==> config.mk <==
export PLATFORM = sky130hd
export DESIGN_NAME = stse_status_events
export DESIGN_NICKNAME = d
export VERILOG_FILES = /design/src/include/stse_pkg.sv /design/src/hdl/stse_status_events.sv /design/src/hdl/stse_w1c_flag.sv /design/src/hdl/stse_persist.sv
export SDC_FILE = /design/constraint.sdc
export NUM_CORES = 1
export LEC_CHECK = 0
export ABC_CLOCK_PERIOD_IN_PS = 5620
export BUFFER_PORTS_ARGS = -buffer_cell sky130_fd_sc_hd__buf_2
export CAP_MARGIN = 20
export CORE_ASPECT_RATIO = 1.2
export CORE_MARGIN = 3
export CORE_UTILIZATION = 55
export CTS_BUF_LIST = sky130_fd_sc_hd__clkbuf_4
export CTS_CLUSTER_SIZE = 40
export DETAILED_ROUTE_END_ITERATION = 8
export GPL_TIMING_DRIVEN = 0
export PLACE_DENSITY_LB_ADDON = 0.3
export SLEW_MARGIN = 40
export SYNTH_ARGS = -nofsm -noshare
export SYNTH_HDL_FRONTEND = slang
export SYNTH_SLANG_ARGS = --single-unit
==> constraint.sdc <==
create_clock -name i_sys_clk -period 5.62 [get_ports i_sys_clk]
set_input_delay 0.281 -clock i_sys_clk [delete_from_list [all_inputs] [get_ports i_sys_clk]]
set_output_delay 0.281 -clock i_sys_clk [all_outputs]
set_load 0.01 [all_outputs]
==> src/include/stse_pkg.sv <==
package stse_pkg;

    // ----------------------------------------------------------------
    // Register offsets
    // ----------------------------------------------------------------
    localparam logic [7:0] ADDR_WAIT_READY = 8'h71;
    localparam logic [7:0] ADDR_LOW_LSB    = 8'h84;
    localparam logic [7:0] ADDR_LOW_MSB    = 8'h85;
    localparam logic [7:0] ADDR_HIGH_LSB   = 8'h86;
    localparam logic [7:0] ADDR_HIGH_MSB   = 8'h87;
    localparam logic [7:0] ADDR_EVENT      = 8'h93;
    localparam logic [7:0] ADDR_DETAIL     = 8'ha3;
    localparam logic [7:0] ADDR_CHAN_SEL   = 8'hb5;

    // ----------------------------------------------------------------
    // Field positions and reset values
    // ----------------------------------------------------------------
    localparam int EV_SAT      = 7;
    localparam int EV_THR      = 3;
    localparam int EV_BUF      = 2;
    localparam int EV_SYS      = 0;
    localparam int DT_VALID    = 6;
    localparam int DT_SPEC_CNT = 4;
    localparam int DT_SPEC_ANA = 3;
    localparam int DT_FLK_ANA  = 1;
    localparam int DT_FLK_CNT  = 0;
    localparam int ST_SYNC     = 1;
    localparam int ST_READY    = 0;
    localparam int NUM_CH      = 5;
    localparam int NUM_EV      = 4;

    localparam logic [7:0]  RST_BYTE   = 8'h00;
    localparam logic [15:0] RST_THRESH = 16'h0000;
    localparam logic [2:0]  RST_CHAN   = 3'h0;
    localparam logic [2:0]  CHAN_LAST  = 3'h4;
    localparam logic [15:0] FULL_SCALE = 16'hffff;

    // ----------------------------------------------------------------
    // Carriers
    // ----------------------------------------------------------------
    typedef logic [NUM_CH-1:0][15:0] stse_chan_t;

    typedef struct packed {
        logic       wr;
        logic       rd;
        logic [7:0] addr;
        logic [7:0] wdata;
    } stse_regbus_s;

    typedef struct packed {
        logic busy;
        logic done;
        logic sync_wait;
        logic sync_start_mode;
        logic sync_start_stop_mode;
        logic flicker_start;
    } stse_meas_s;

    typedef struct packed {
        logic spec_analog;
        logic flick_analog;
        logic flick_counter;
    } stse_sat_s;

    typedef struct packed {
        logic threshold_event_enable;
        logic saturation_event_enable;
        logic buffer_event_enable;
        logic system_event_enable;
    } stse_en_s;

endpackage

==> src/hdl/stse_status_events.sv <==
`timescale 1ns/1ps

// How it works
// - High threshold bits 15:8 come from the high-threshold upper byte register.
// - Result above high threshold with persistence met raises the threshold event.
// - Result below low threshold with persistence met also raises it.
// - Low bytes wait in a latch, applied together when the upper byte is written.
// - Out-of-range must last the persistence count of consecutive measurements.
// - A 3-bit select picks channel 0 to 4 for comparison; reset picks 0.
// - Sync-wait bit shows waiting for a sync pulse in sync start modes.
// - Ready bit reads busy during a spectral measurement, ready afterwards.
// - Writing one to an event status bit clears it.
// - Writing zero leaves event bits set, so late events survive write-back.
// - Saturation event bit sets on spectral or flicker saturation when enabled.
// - Threshold event bit sets on a qualified threshold event when enabled.
// - Buffer event bit sets at fill threshold, re-sets after clear until empty.
// - System event bit sets when a system source is pending and enabled.
// - A finished multiplexer command flags a system event source.
// - Measurement-valid bit sets when a spectral measurement completes.
// - Counter saturation sets when a result reaches the step-derived maximum.
// - Spectral analog saturation bit sets on analog overrange.
// - Flicker analog saturation bit sets on flicker analog overrange.
// - Flicker counter saturation bit sets when its counter hits maximum.
module stse_status_events
    import stse_pkg::*;
(
    input  wire logic         i_sys_clk,
    input  wire logic         i_reset,
    input  wire stse_regbus_s i_reg,
    input  wire stse_meas_s   i_meas,
    input  wire stse_chan_t   i_chan_data,
    input  wire stse_sat_s    i_sat,
    input  wire stse_en_s     i_enables,
    input  wire logic [3:0]   i_persistence_count,
    input  wire logic [15:0]  i_integration_step_count,
    input  wire logic [7:0]   i_buffer_fill_level,
    input  wire logic [7:0]   i_buffer_level_threshold,
    input  wire logic         i_sensor_multiplexer_done,
    output logic [7:0]        o_reg_rdata,
    output logic [7:0]        o_event_status,
    output logic [15:0]       o_high_threshold,
    output logic [15:0]       o_low_threshold,
    output logic              o_sensor_multiplexer_source
);

    // ----------------------------------------------------------------
    // Decode helpers
    // ----------------------------------------------------------------
    function automatic logic wr_hit(input stse_regbus_s b, input logic [7:0] a);
        return b.wr && (b.addr == a);
    endfunction

    // Full-scale count grows with integration steps, capped at 16 bits
    function automatic logic [15:0] full_scale(input logic [15:0] steps);
        return (steps == FULL_SCALE) ? FULL_SCALE : steps + 16'h0001;
    endfunction

    // ----------------------------------------------------------------
    // Threshold registers and byte latches
    // ----------------------------------------------------------------
    logic [7:0]  low_lsb_latch_ff;
    logic [7:0]  high_lsb_latch_ff;
    logic [15:0] low_thresh_ff;
    logic [15:0] high_thresh_ff;
    logic [2:0]  compare_channel_select_ff;

    // Low bytes sit in a latch so a half-written threshold never applies
    always_ff @(posedge i_sys_clk) begin
        if (i_reset) begin
            low_lsb_latch_ff  <= RST_BYTE;
            high_lsb_latch_ff <= RST_BYTE;
            low_thresh_ff     <= RST_THRESH;
            high_thresh_ff    <= RST_THRESH;
        end else begin
            if (wr_hit(i_reg, ADDR_LOW_LSB)) begin
                low_lsb_latch_ff <= i_reg.wdata;
            end
            if (wr_hit(i_reg, ADDR_HIGH_LSB)) begin
                high_lsb_latch_ff <= i_reg.wdata;
            end
            if (wr_hit(i_reg, ADDR_LOW_MSB)) begin
                low_thresh_ff <= {i_reg.wdata, low_lsb_latch_ff};
            end
            if (wr_hit(i_reg, ADDR_HIGH_MSB)) begin
                high_thresh_ff <= {i_reg.wdata, high_lsb_latch_ff};
            end
        end
    end

    // Channel select; codes above 4 are refused and keep the old choice
    always_ff @(posedge i_sys_clk) begin
        if (i_reset) begin
            compare_channel_select_ff <= RST_CHAN;
        end else if (wr_hit(i_reg, ADDR_CHAN_SEL) && i_reg.wdata[2:0] <= CHAN_LAST) begin
            compare_channel_select_ff <= i_reg.wdata[2:0];
        end
    end

    assign o_high_threshold = high_thresh_ff;
    assign o_low_threshold  = low_thresh_ff;

    // ----------------------------------------------------------------
    // Threshold comparison with persistence
    // ----------------------------------------------------------------
    logic [15:0] sel_sample;
    logic        thresh_hit;

    assign sel_sample = i_chan_data[compare_channel_select_ff];

    stse_persist u_persist (
        .i_sys_clk      (i_sys_clk),
        .i_reset        (i_reset),
        .i_sample_valid (i_meas.done),
        .i_sample       (sel_sample),
        .i_low          (low_thresh_ff),
        .i_high         (high_thresh_ff),
        .i_persist      (i_persistence_count),
        .o_hit          (thresh_hit)
    );

    // ----------------------------------------------------------------
    // Measurement detail status
    // ----------------------------------------------------------------
    logic       busy_d_ff;
    logic       meas_start;
    logic       spec_cnt_sat;
    logic [7:0] detail_ff;
    logic [7:0] wait_ready_ff;

    assign meas_start = i_meas.busy && !busy_d_ff;

    // Counter saturation checked on every channel at the end of a run
    always_comb begin
        spec_cnt_sat = 1'b0;
        for (int c = 0; c < NUM_CH; c++) begin
            if (i_chan_data[c] >= full_scale(i_integration_step_count)) begin
                spec_cnt_sat = 1'b1;
            end
        end
    end

    always_ff @(posedge i_sys_clk) begin
        if (i_reset) begin
            busy_d_ff <= 1'b0;
        end else begin
            busy_d_ff <= i_meas.busy;
        end
    end

    // Spectral bits restart with each run, flicker bits with each flicker run
    always_ff @(posedge i_sys_clk) begin
        if (i_reset) begin
            detail_ff <= RST_BYTE;
        end else begin
            if (meas_start) begin
                detail_ff[DT_VALID]    <= 1'b0;
                detail_ff[DT_SPEC_CNT] <= 1'b0;
                detail_ff[DT_SPEC_ANA] <= 1'b0;
            end
            if (i_meas.flicker_start) begin
                detail_ff[DT_FLK_ANA] <= 1'b0;
                detail_ff[DT_FLK_CNT] <= 1'b0;
            end
            if (i_meas.done) begin
                detail_ff[DT_VALID] <= 1'b1;
            end
            if (i_meas.done && spec_cnt_sat) begin
                detail_ff[DT_SPEC_CNT] <= 1'b1;
            end
            if (i_sat.spec_analog) begin
                detail_ff[DT_SPEC_ANA] <= 1'b1;
            end
            if (i_sat.flick_analog) begin
                detail_ff[DT_FLK_ANA] <= 1'b1;
            end
            if (i_sat.flick_counter) begin
                detail_ff[DT_FLK_CNT] <= 1'b1;
            end
        end
    end

    // Wait and ready flags follow the engine one cycle late
    always_ff @(posedge i_sys_clk) begin
        if (i_reset) begin
            wait_ready_ff <= RST_BYTE;
        end else begin
            wait_ready_ff[ST_SYNC] <= i_meas.sync_wait &&
                (i_meas.sync_start_mode || i_meas.sync_start_stop_mode);
            wait_ready_ff[ST_READY] <= !i_meas.busy;
        end
    end

    // ----------------------------------------------------------------
    // System source and buffer re-arm
    // ----------------------------------------------------------------
    logic ev_clear_wr;
    logic buf_rearm_ff;
    logic sys_clear;

    assign ev_clear_wr = wr_hit(i_reg, ADDR_EVENT);
    // Host write-one to the system bit, used by both source and flag
    assign sys_clear   = ev_clear_wr && i_reg.wdata[EV_SYS];

    // Source drops only when the host clears the system event bit
    always_ff @(posedge i_sys_clk) begin
        if (i_reset) begin
            o_sensor_multiplexer_source <= 1'b0;
        end else if (i_sensor_multiplexer_done) begin
            o_sensor_multiplexer_source <= 1'b1;
        end else if (sys_clear) begin
            o_sensor_multiplexer_source <= 1'b0;
        end
    end

    // After a clear the buffer bit comes back while any data remains
    always_ff @(posedge i_sys_clk) begin
        if (i_reset) begin
            buf_rearm_ff <= 1'b0;
        end else if (i_buffer_fill_level == 8'h00) begin
            buf_rearm_ff <= 1'b0;
        end else if (ev_clear_wr && i_reg.wdata[EV_BUF]) begin
            buf_rearm_ff <= 1'b1;
        end
    end

    // ----------------------------------------------------------------
    // Event status, write one to clear
    // ----------------------------------------------------------------
    localparam int EV_POS [NUM_EV] = '{EV_SAT, EV_THR, EV_BUF, EV_SYS};

    logic [NUM_EV-1:0] ev_set;
    logic [NUM_EV-1:0] ev_flag;
    logic              buf_cond;

    assign buf_cond = (i_buffer_fill_level >= i_buffer_level_threshold) ||
                      (buf_rearm_ff && i_buffer_fill_level != 8'h00);

    assign ev_set[0] = i_enables.saturation_event_enable &&
                       (i_sat.spec_analog || i_sat.flick_analog ||
                        i_sat.flick_counter || (i_meas.done && spec_cnt_sat));
    assign ev_set[1] = i_enables.threshold_event_enable && thresh_hit;
    assign ev_set[2] = i_enables.buffer_event_enable && buf_cond;
    // Without the mask a source being cleared would re-set the bit it clears
    assign ev_set[3] = i_enables.system_event_enable && o_sensor_multiplexer_source &&
                       !sys_clear;

    // Zero bits of a write-back leave their flags alone
    generate
        for (genvar g = 0; g < NUM_EV; g++) begin : g_ev
            stse_w1c_flag u_flag (
                .i_sys_clk (i_sys_clk),
                .i_reset   (i_reset),
                .i_set     (ev_set[g]),
                .i_clear   (ev_clear_wr && i_reg.wdata[EV_POS[g]]),
                .o_flag    (ev_flag[g])
            );
        end
    endgenerate

    always_comb begin
        o_event_status = RST_BYTE;
        for (int k = 0; k < NUM_EV; k++) begin
            o_event_status[EV_POS[k]] = ev_flag[k];
        end
    end

    // ----------------------------------------------------------------
    // Read data
    // ----------------------------------------------------------------
    // Registered read; unmapped offsets answer zero
    always_ff @(posedge i_sys_clk) begin
        if (i_reset) begin
            o_reg_rdata <= RST_BYTE;
        end else if (i_reg.rd) begin
            unique case (i_reg.addr)
                ADDR_WAIT_READY: o_reg_rdata <= wait_ready_ff;
                ADDR_LOW_LSB:    o_reg_rdata <= low_lsb_latch_ff;
                ADDR_LOW_MSB:    o_reg_rdata <= low_thresh_ff[15:8];
                ADDR_HIGH_LSB:   o_reg_rdata <= high_lsb_latch_ff;
                ADDR_HIGH_MSB:   o_reg_rdata <= high_thresh_ff[15:8];
                ADDR_EVENT:      o_reg_rdata <= o_event_status;
                ADDR_DETAIL:     o_reg_rdata <= detail_ff;
                ADDR_CHAN_SEL:   o_reg_rdata <= {5'h00, compare_channel_select_ff};
                default:         o_reg_rdata <= RST_BYTE;
            endcase
        end
    end
endmodule

==> src/hdl/stse_w1c_flag.sv <==
`timescale 1ns/1ps
module stse_w1c_flag
    import stse_pkg::*;
(
    input  wire logic i_sys_clk,
    input  wire logic i_reset,
    input  wire logic i_set,
    input  wire logic i_clear,
    output logic      o_flag
);

    // ----------------------------------------------------------------
    // Sticky flag
    // ----------------------------------------------------------------
    // Set beats clear so an event in the clearing cycle survives
    always_ff @(posedge i_sys_clk) begin
        if (i_reset) begin
            o_flag <= 1'b0;
        end else if (i_set) begin
            o_flag <= 1'b1;
        end else if (i_clear) begin
            o_flag <= 1'b0;
        end
    end
endmodule

==> src/hdl/stse_persist.sv <==
`timescale 1ns/1ps
module stse_persist
    import stse_pkg::*;
(
    input  wire logic        i_sys_clk,
    input  wire logic        i_reset,
    input  wire logic        i_sample_valid,
    input  wire logic [15:0] i_sample,
    input  wire logic [15:0] i_low,
    input  wire logic [15:0] i_high,
    input  wire logic [3:0]  i_persist,
    output logic             o_hit
);

    logic       above;
    logic       below;
    logic [3:0] cnt_ff;
    logic [3:0] nxt_cnt;
    logic [3:0] need;

    assign above = i_sample > i_high;
    assign below = i_sample < i_low;
    // A zero setting still needs one out-of-range sample
    assign need  = (i_persist == 4'h0) ? 4'h1 : i_persist;
    assign nxt_cnt = (cnt_ff == 4'hf) ? cnt_ff : cnt_ff + 4'h1;

    // ----------------------------------------------------------------
    // Consecutive out-of-range counter
    // ----------------------------------------------------------------
    always_ff @(posedge i_sys_clk) begin
        if (i_reset) begin
            cnt_ff <= 4'h0;
            o_hit  <= 1'b0;
        end else begin
            o_hit <= 1'b0;
            if (i_sample_valid) begin
                if (above || below) begin
                    cnt_ff <= nxt_cnt;
                    o_hit  <= nxt_cnt >= need;
                end else begin
                    cnt_ff <= 4'h0;
                end
            end
        end
    end
endmodule

==> Word level (Yosys, flattened, before mapping) <==
Index checks and enable logic that the tools add are counted.
{ "word_totals": {"ramBits": 0, "mem_bits_ro": 0, "word_cells": 119, "output_inout_bits": 49, "in_bits": 150, "n_memories": 0, "register_bits": 78, "latch_bits": 0} }
{ "op_classes": {"n_lt_le_gt_ge": 11, "n_shift": 0, "n_addsub": 2, "n_reduce_logical": 44, "multipliers": 0, "n_bitwise": 2, "n_eq_ne": 10, "n_mux": 29, "div_mod_pow": 0} }
{ "ops": {"columns": ["cell", "n"], "rows": [
  ["$ge 16x16->1", 5],
  ["$pmux 8 s8", 1],
  ["$eq 8x8->1 const B", 7],
  ["$bmux 16 s3", 1],
  ["$mux 16", 2],
  ["$logic_and 1x1->1", 20],
  ["$mux 1", 20],
  ["$reduce_bool 2->1", 10],
  ["$add 16x1->16 const B", 1],
  ["$eq 16x16->1 const B", 1],
  ["$gt 16x16->1", 1],
  ["$lt 16x16->1", 1],
  ["$mux 4", 3],
  ["$eq 8x7->1 const B", 1],
  ["$ge 8x8->1", 1],
  ["$logic_not 8->1", 1],
  ["$reduce_bool 8->1", 1],
  ["$logic_or 1x1->1", 6],
  ["$add 4x1->4 const B", 1],
  ["$eq 4x4->1 const B", 1],
  ["$ge 4x4->1", 1],
  ["$logic_not 4->1", 1],
  ["$lt 3x4->1 const B", 1],
  ["$mux 2", 2],
  ["5 further kinds", 8]
]} }

==> Longest topological paths before layout <==
{ "depth": {"ltp_word": 12, "ltp_mapped": 15, "depth_no_buf": 14} }

==> Cells and area by module <==
Synthesis repeated with hierarchy kept, for this count alone.
{ "hier_totals": {"hier_cells": 907, "area_unflattened_um2": 7159.4} }
{ "modules_own_cells": {"columns": ["mod", "area_each_um2", "seq_area_each_um2", "cells_per_inst", "instances"], "rows": [
  ["stse_status_events", 5754.3, 1381.3, 730, 1],
  ["stse_persist", 1249.9, 100.1, 161, 1],
  ["stse_w1c_flag", 38.8, 20.0, 4, 4]
]} }

==> Worst setup path after synthesis <==
Ideal clock, no wire load.
{ "synth_path": {"path_kind": "input to register", "start": "input i_integration_step_count[0]", "end": "register g_ev[0].u_flag.o_flag", "setup_slack_ps": 2162, "setup_time_ps": 133, "path_stages": 15, "t_required_ps": 5487, "arrival_time_ps": 3326, "n_path_buf": 2, "path_cell_list": "ha_1 -> nand3_2 -> nor3_4 -> buf_4 -> and2_1 -> clkbuf_1 -> nor2_1 -> ha_1 -> and4_1 -> a22oi_1 -> o221ai_1 -> nor4_1 -> o311ai_1 -> o41ai_1 -> a31oi_1"} }
{ "synth_between": {"elab_chain_len": 12, "elab_cells_between_ends": 18, "cone_classes": "1 x add/sub; 5 x order compare; 1 x eq/ne; 7 x mux; 4 x reduce/logical"} }
{ "synth_lines": {"columns": ["element", "line_no", "rtl"], "rows": [
  ["start, declared", "stse_status_events.sv:35", "input wire logic [15:0] i_integration_step_count,"],
  ["$add 16x1->16 / $eq 16x16->1 (equally long branches)", "stse_status_events.sv:55", "return (steps == FULL_SCALE) ? FULL_SCALE : steps + 16'h0001;"],
  ["$mux 16 *", "stse_status_events.sv:55", null],
  ["$ge 16x16->1", "stse_status_events.sv:136", "if (i_chan_data[c] >= full_scale(i_integration_step_count)) begin"],
  ["$mux 1 (4 in a row)", "stse_status_events.sv:136", null],
  ["$mux 1 *", "stse_status_events.sv:136", null],
  ["$logic_and 1x1->1 *", "stse_status_events.sv:240", "i_sat.flick_counter || (i_meas.done && spec_cnt_sat));"],
  ["$logic_or 1x1->1 *", "stse_status_events.sv:240", null],
  ["$logic_and 1x1->1 *", "stse_status_events.sv:238", "assign ev_set[0] = i_enables.saturation_event_enable &&"],
  ["$mux 1 / $reduce_bool 2->1 (equally long branches)", null, null],
  ["end signal, assigned", "stse_w1c_flag.sv:18", "o_flag <= 1'b0;"],
  ["end signal, assigned", "stse_w1c_flag.sv:20", "o_flag <= 1'b1;"],
  ["end signal, assigned", "stse_w1c_flag.sv:22", "o_flag <= 1'b0;"],
  ["end, declared", "stse_w1c_flag.sv:9", "output logic o_flag"]
]} }
Mark *: on every way between the ends. The rest lies on a longest branch, timed or not.
A chain may end at the register's enable or synchronous reset.

==> Final worst setup path <==
Same ends and word-level chain as after synthesis.

==> flow_summary.toml <==
[clock_tree]
clock_sinks = 78
htree_levels = 3
cts_setup_buffers = 0
hold_buffers = 0
cts_tree = "yes"
clkLatencyLatePin_ns = 0.45
clockBufferDepth = 2
cts_made_buffers = 9
root_buffer = "clkbuf_4"
clk_pin_slew_ns = 0.13
post_cts_resized = 0

[grt]
gr-total-overflow = 0
grt_use_met2_pct = 53.9
grt_max_degree = 13
grt_usage_pct = 31.0
use_met1_pct = 38.6
grt_use_met3_pct = 4.08
grt.busiest_layer = "met2"
grt_pass1_wl_um = 34800
grt_pass1_vias = 7034
antenna_found_initial = 1

[worst_setup_path]
r2r_slack_ns = 1.53
crit_type = "in2reg"
max_stage_delay_ns = 0.72
critPathBufInv = 3
path_delay_family = "simple AND/OR/NAND/NOR gates"
setup.worst_path.end_class = "flip-flop"
start_kind = "primary input"
cp-startpoint = "i_integration_step_count[0]"
arrival_ns = 4.78
crit_chain = "buf_2 -> ha_1 -> nand3_2 -> nor3_4 -> buf_4 -> and2_1 -> clkbuf_1 -> nor2_1 -> ha_1 -> and4_1 -> a22oi_1 -> o221ai_1 -> nor4_1 -> o311ai_1 -> o41ai_1 -> a31oi_1"
crit_cells = 16
worst-r2r-cell-count = 13
required_ns = 5.95
worstReg2RegEnd = "u_persist.cnt_ff[3]$_SDFFE_PP0P_"
crit_slowest_cell = "o41ai_1"
r2r_start = "compare_channel_select_ff[2]$_SDFFE_PP0P_"
path_common_cell = "ha_1"
cp_max_fo = 10

[power]
power_density_nw_per_um2 = 153
p_leak_nw = 4.01
ir_drop_v = 0.000156

[sta]
rsz0062_at_grt = "no"
fin_crit_ns = 4.46
hold_viol = 0
worstMarginPinSlew_ns = 0.870
setup_viol = 0
slew_headroom_pct = 42.0
setup_tns_ns = 0
fin_worst_skew_ns = 0.0151
max_freq_mhz = 224
report.final.slew_viol_count = 0
fin_crit_sh_pct = 79.3

[routing]
vias = 7508
vias_per_cell = 6.04
wirelength_um = 22900
drt_iter0_drc = 524
route.detailed.drc = 0
wire_per_inst_um = 18.4
antenna_left = 0
firstDrtPassIters = 7

[cells_and_area]
layout.nets = 1341
drive_gt1_share_pct = 21.6
instances_no_fill = 1243
area_delta_synth_final_pct = 18.6

[min_path]
min_path_type = "in2reg"
min_to = "wait_ready_ff[0]$_SDFF_PP0_"
hold_start = "i_meas[5]"
whs_path_depth = 2

[status]
outcome = "completed"

[synth]
synth_top_area_share_pct = 21.9
ys_types = 61
synth_edf_count = 0
yosysMostFrequentCell = "ha_1"
postSynthCellCount = 871
ys_seq_elements = 78
synth-async-reset-ratio_pct = 0
synth_top_cells_by_count = "ha_1 (115), nor2_1 (91), dfxtp_1 (78)"
yosysSeqAreaShare_pct = 21.9
yosysTopAreaCell = "dfxtp_1"
synth_area_per_cell_um2 = 8.20
ys.warnings.count = 0
synth_area_leaders = "dfxtp_1 (22%), ha_1 (20%), mux2i_1 (10%)"
syn-cell-area_um2 = 7140
synth_ff_type = "dfxtp_1"

[die]
start_util_pct = 57.6
std_cell_rows = 44
die_y_um = 131
ioPinCount = 199
dieArea_um2 = 14400
die_w_um = 110
core_region_area_um2 = 12400

[place]
portBuffers = 191
dp.cells = 1226
place.gp.congestion = 0.981
place_hpwl_um = 18900

[job]
maxCapViolations = 0
## area by class of cell
class                      count  area, um2
buffer                        42        199
fill                        1094       3920
sequential                    78       1560
clock buffer                  10       75.1
inverter                      57        214
multi-input combinational    697       5180
clock inverter                 6       76.3
timing repair buffer         191        956
tap                          161        201
antenna                        1       2.50
## logic make-up after synthesis
family | Yosys count | share of synthesized area [%]
buf+inv | 99 | 5.76
compound gates | 203 | 18.5
mux | 78 | 11.9
simple gates | 282 | 19.9
flops | 78 | 21.9
fa+ha+maj | 115 | 20.2
xor+xnor | 15 | 1.84
other cells | 1 | 0.0525
## worst max-delay path by stage
stage / end
final: g_ev[0].u_flag.o_flag$_SDFFE_PP0P_
after global routing: g_ev[0].u_flag.o_flag$_SDFFE_PP0P_
after CTS: g_ev[0].u_flag.o_flag$_SDFFE_PP0P_
after detailed placement: g_ev[0].u_flag.o_flag$_SDFFE_PP0P_
after global placement: g_ev[0].u_flag.o_flag$_SDFFE_PP0P_
after floorplan: g_ev[0].u_flag.o_flag$_SDFFE_PP0P_
## routing by layer
layer	routed length (um)	vias to the layer above	part of all wire, %
met1	9190	3435	40
li1	-	3628	-
met5	0	-	0
met4	874	0	3.8
met2	10800	381	47
met3	2030	64	8.8
## flip-flops by register name, summed over array words and instances, names as in the netlist
name,count
buf_rearm_ff,1
busy_d_ff,1
compare_channel_select_ff,3
detail_ff,5
g_ev.u_flag.o_flag,4
high_lsb_latch_ff,8
low_lsb_latch_ff,8
o_high_threshold,16
o_low_threshold,16
o_reg_rdata,8
o_sensor_multiplexer_source,1
u_persist.cnt_ff,4
u_persist.o_hit,1
wait_ready_ff,2
## worst register-to-register path, stage by stage, from the launching register on
cell and delay (ns):
dfxtp_1 0.34, clkbuf_1 0.38, nor2b_1 0.57, clkbuf_1 0.43, a21oi_1 0.15, o22ai_1 0.24, ha_1 0.30, a21o_1 0.18
a21o_1 0.17, a221o_1 0.33, a31oi_1 0.26, o31ai_1 0.10, o22ai_1 0.40, a22o_1 0.20
## cells in the final DEF, fill, tap and decap left out, types with 6 or more instances in the layout
cell	synthesis	routed
a211oi_1	12	12
a21o_1	22	22
a21oi_1	73	73
a22oi_1	7	7
and2_1	6	6
and3_1	8	8
and4_1	6	6
buf_1	7	6
buf_2	4	195
buf_4	9	9
clkbuf_1	21	21
clkbuf_4	0	10
dfxtp_1	78	78
ha_1	115	115
inv_1	57	57
mux2i_1	71	71
nand2_1	47	47
nand2b_1	23	23
nand3_1	36	36
nand4_1	17	17
nor2_1	91	91
nor2b_1	10	10
nor3_1	10	10
nor3b_1	6	6
nor4_1	8	8
o211ai_1	8	8
o21ai_0	18	18
o22ai_1	18	18
xnor2_1	9	9
xor2_1	6	6
## through the flow
step | utilization [%] | setup slack [ns] | hold WS, ns | cell area [um2] | total power (W)
6_report | 68.4 | 1.16 | 0.0120 | 8470 | 0.00130
5_1_grt | 68.4 | 1.05 | 0.00887 | 8470 | 0.00136
4_1_cts | 68.3 | 1.35 | 0.000720 | 8460 | 0.00129
3_5_place_dp | 67.1 | 0.862 | 0.458 | 8310 | 0.000934
3_3_place_gp | 67.1 | 0.875 | 0.443 | 8310 | 0.000928
2_1_floorplan | - | 2.16 | 0.353 | 7150 | 0.000793
## power breakdown
part | internal (W) | switching, W | total (W)
clock | 0.000181 | 0.000189 | 0.000370
combinational | 0.000160 | 0.000201 | 0.000361
sequential | 0.000561 | 0.00000684 | 0.000568
total | 0.000902 | 0.000397 | 0.00130
(Power assumes the default switching activity.)
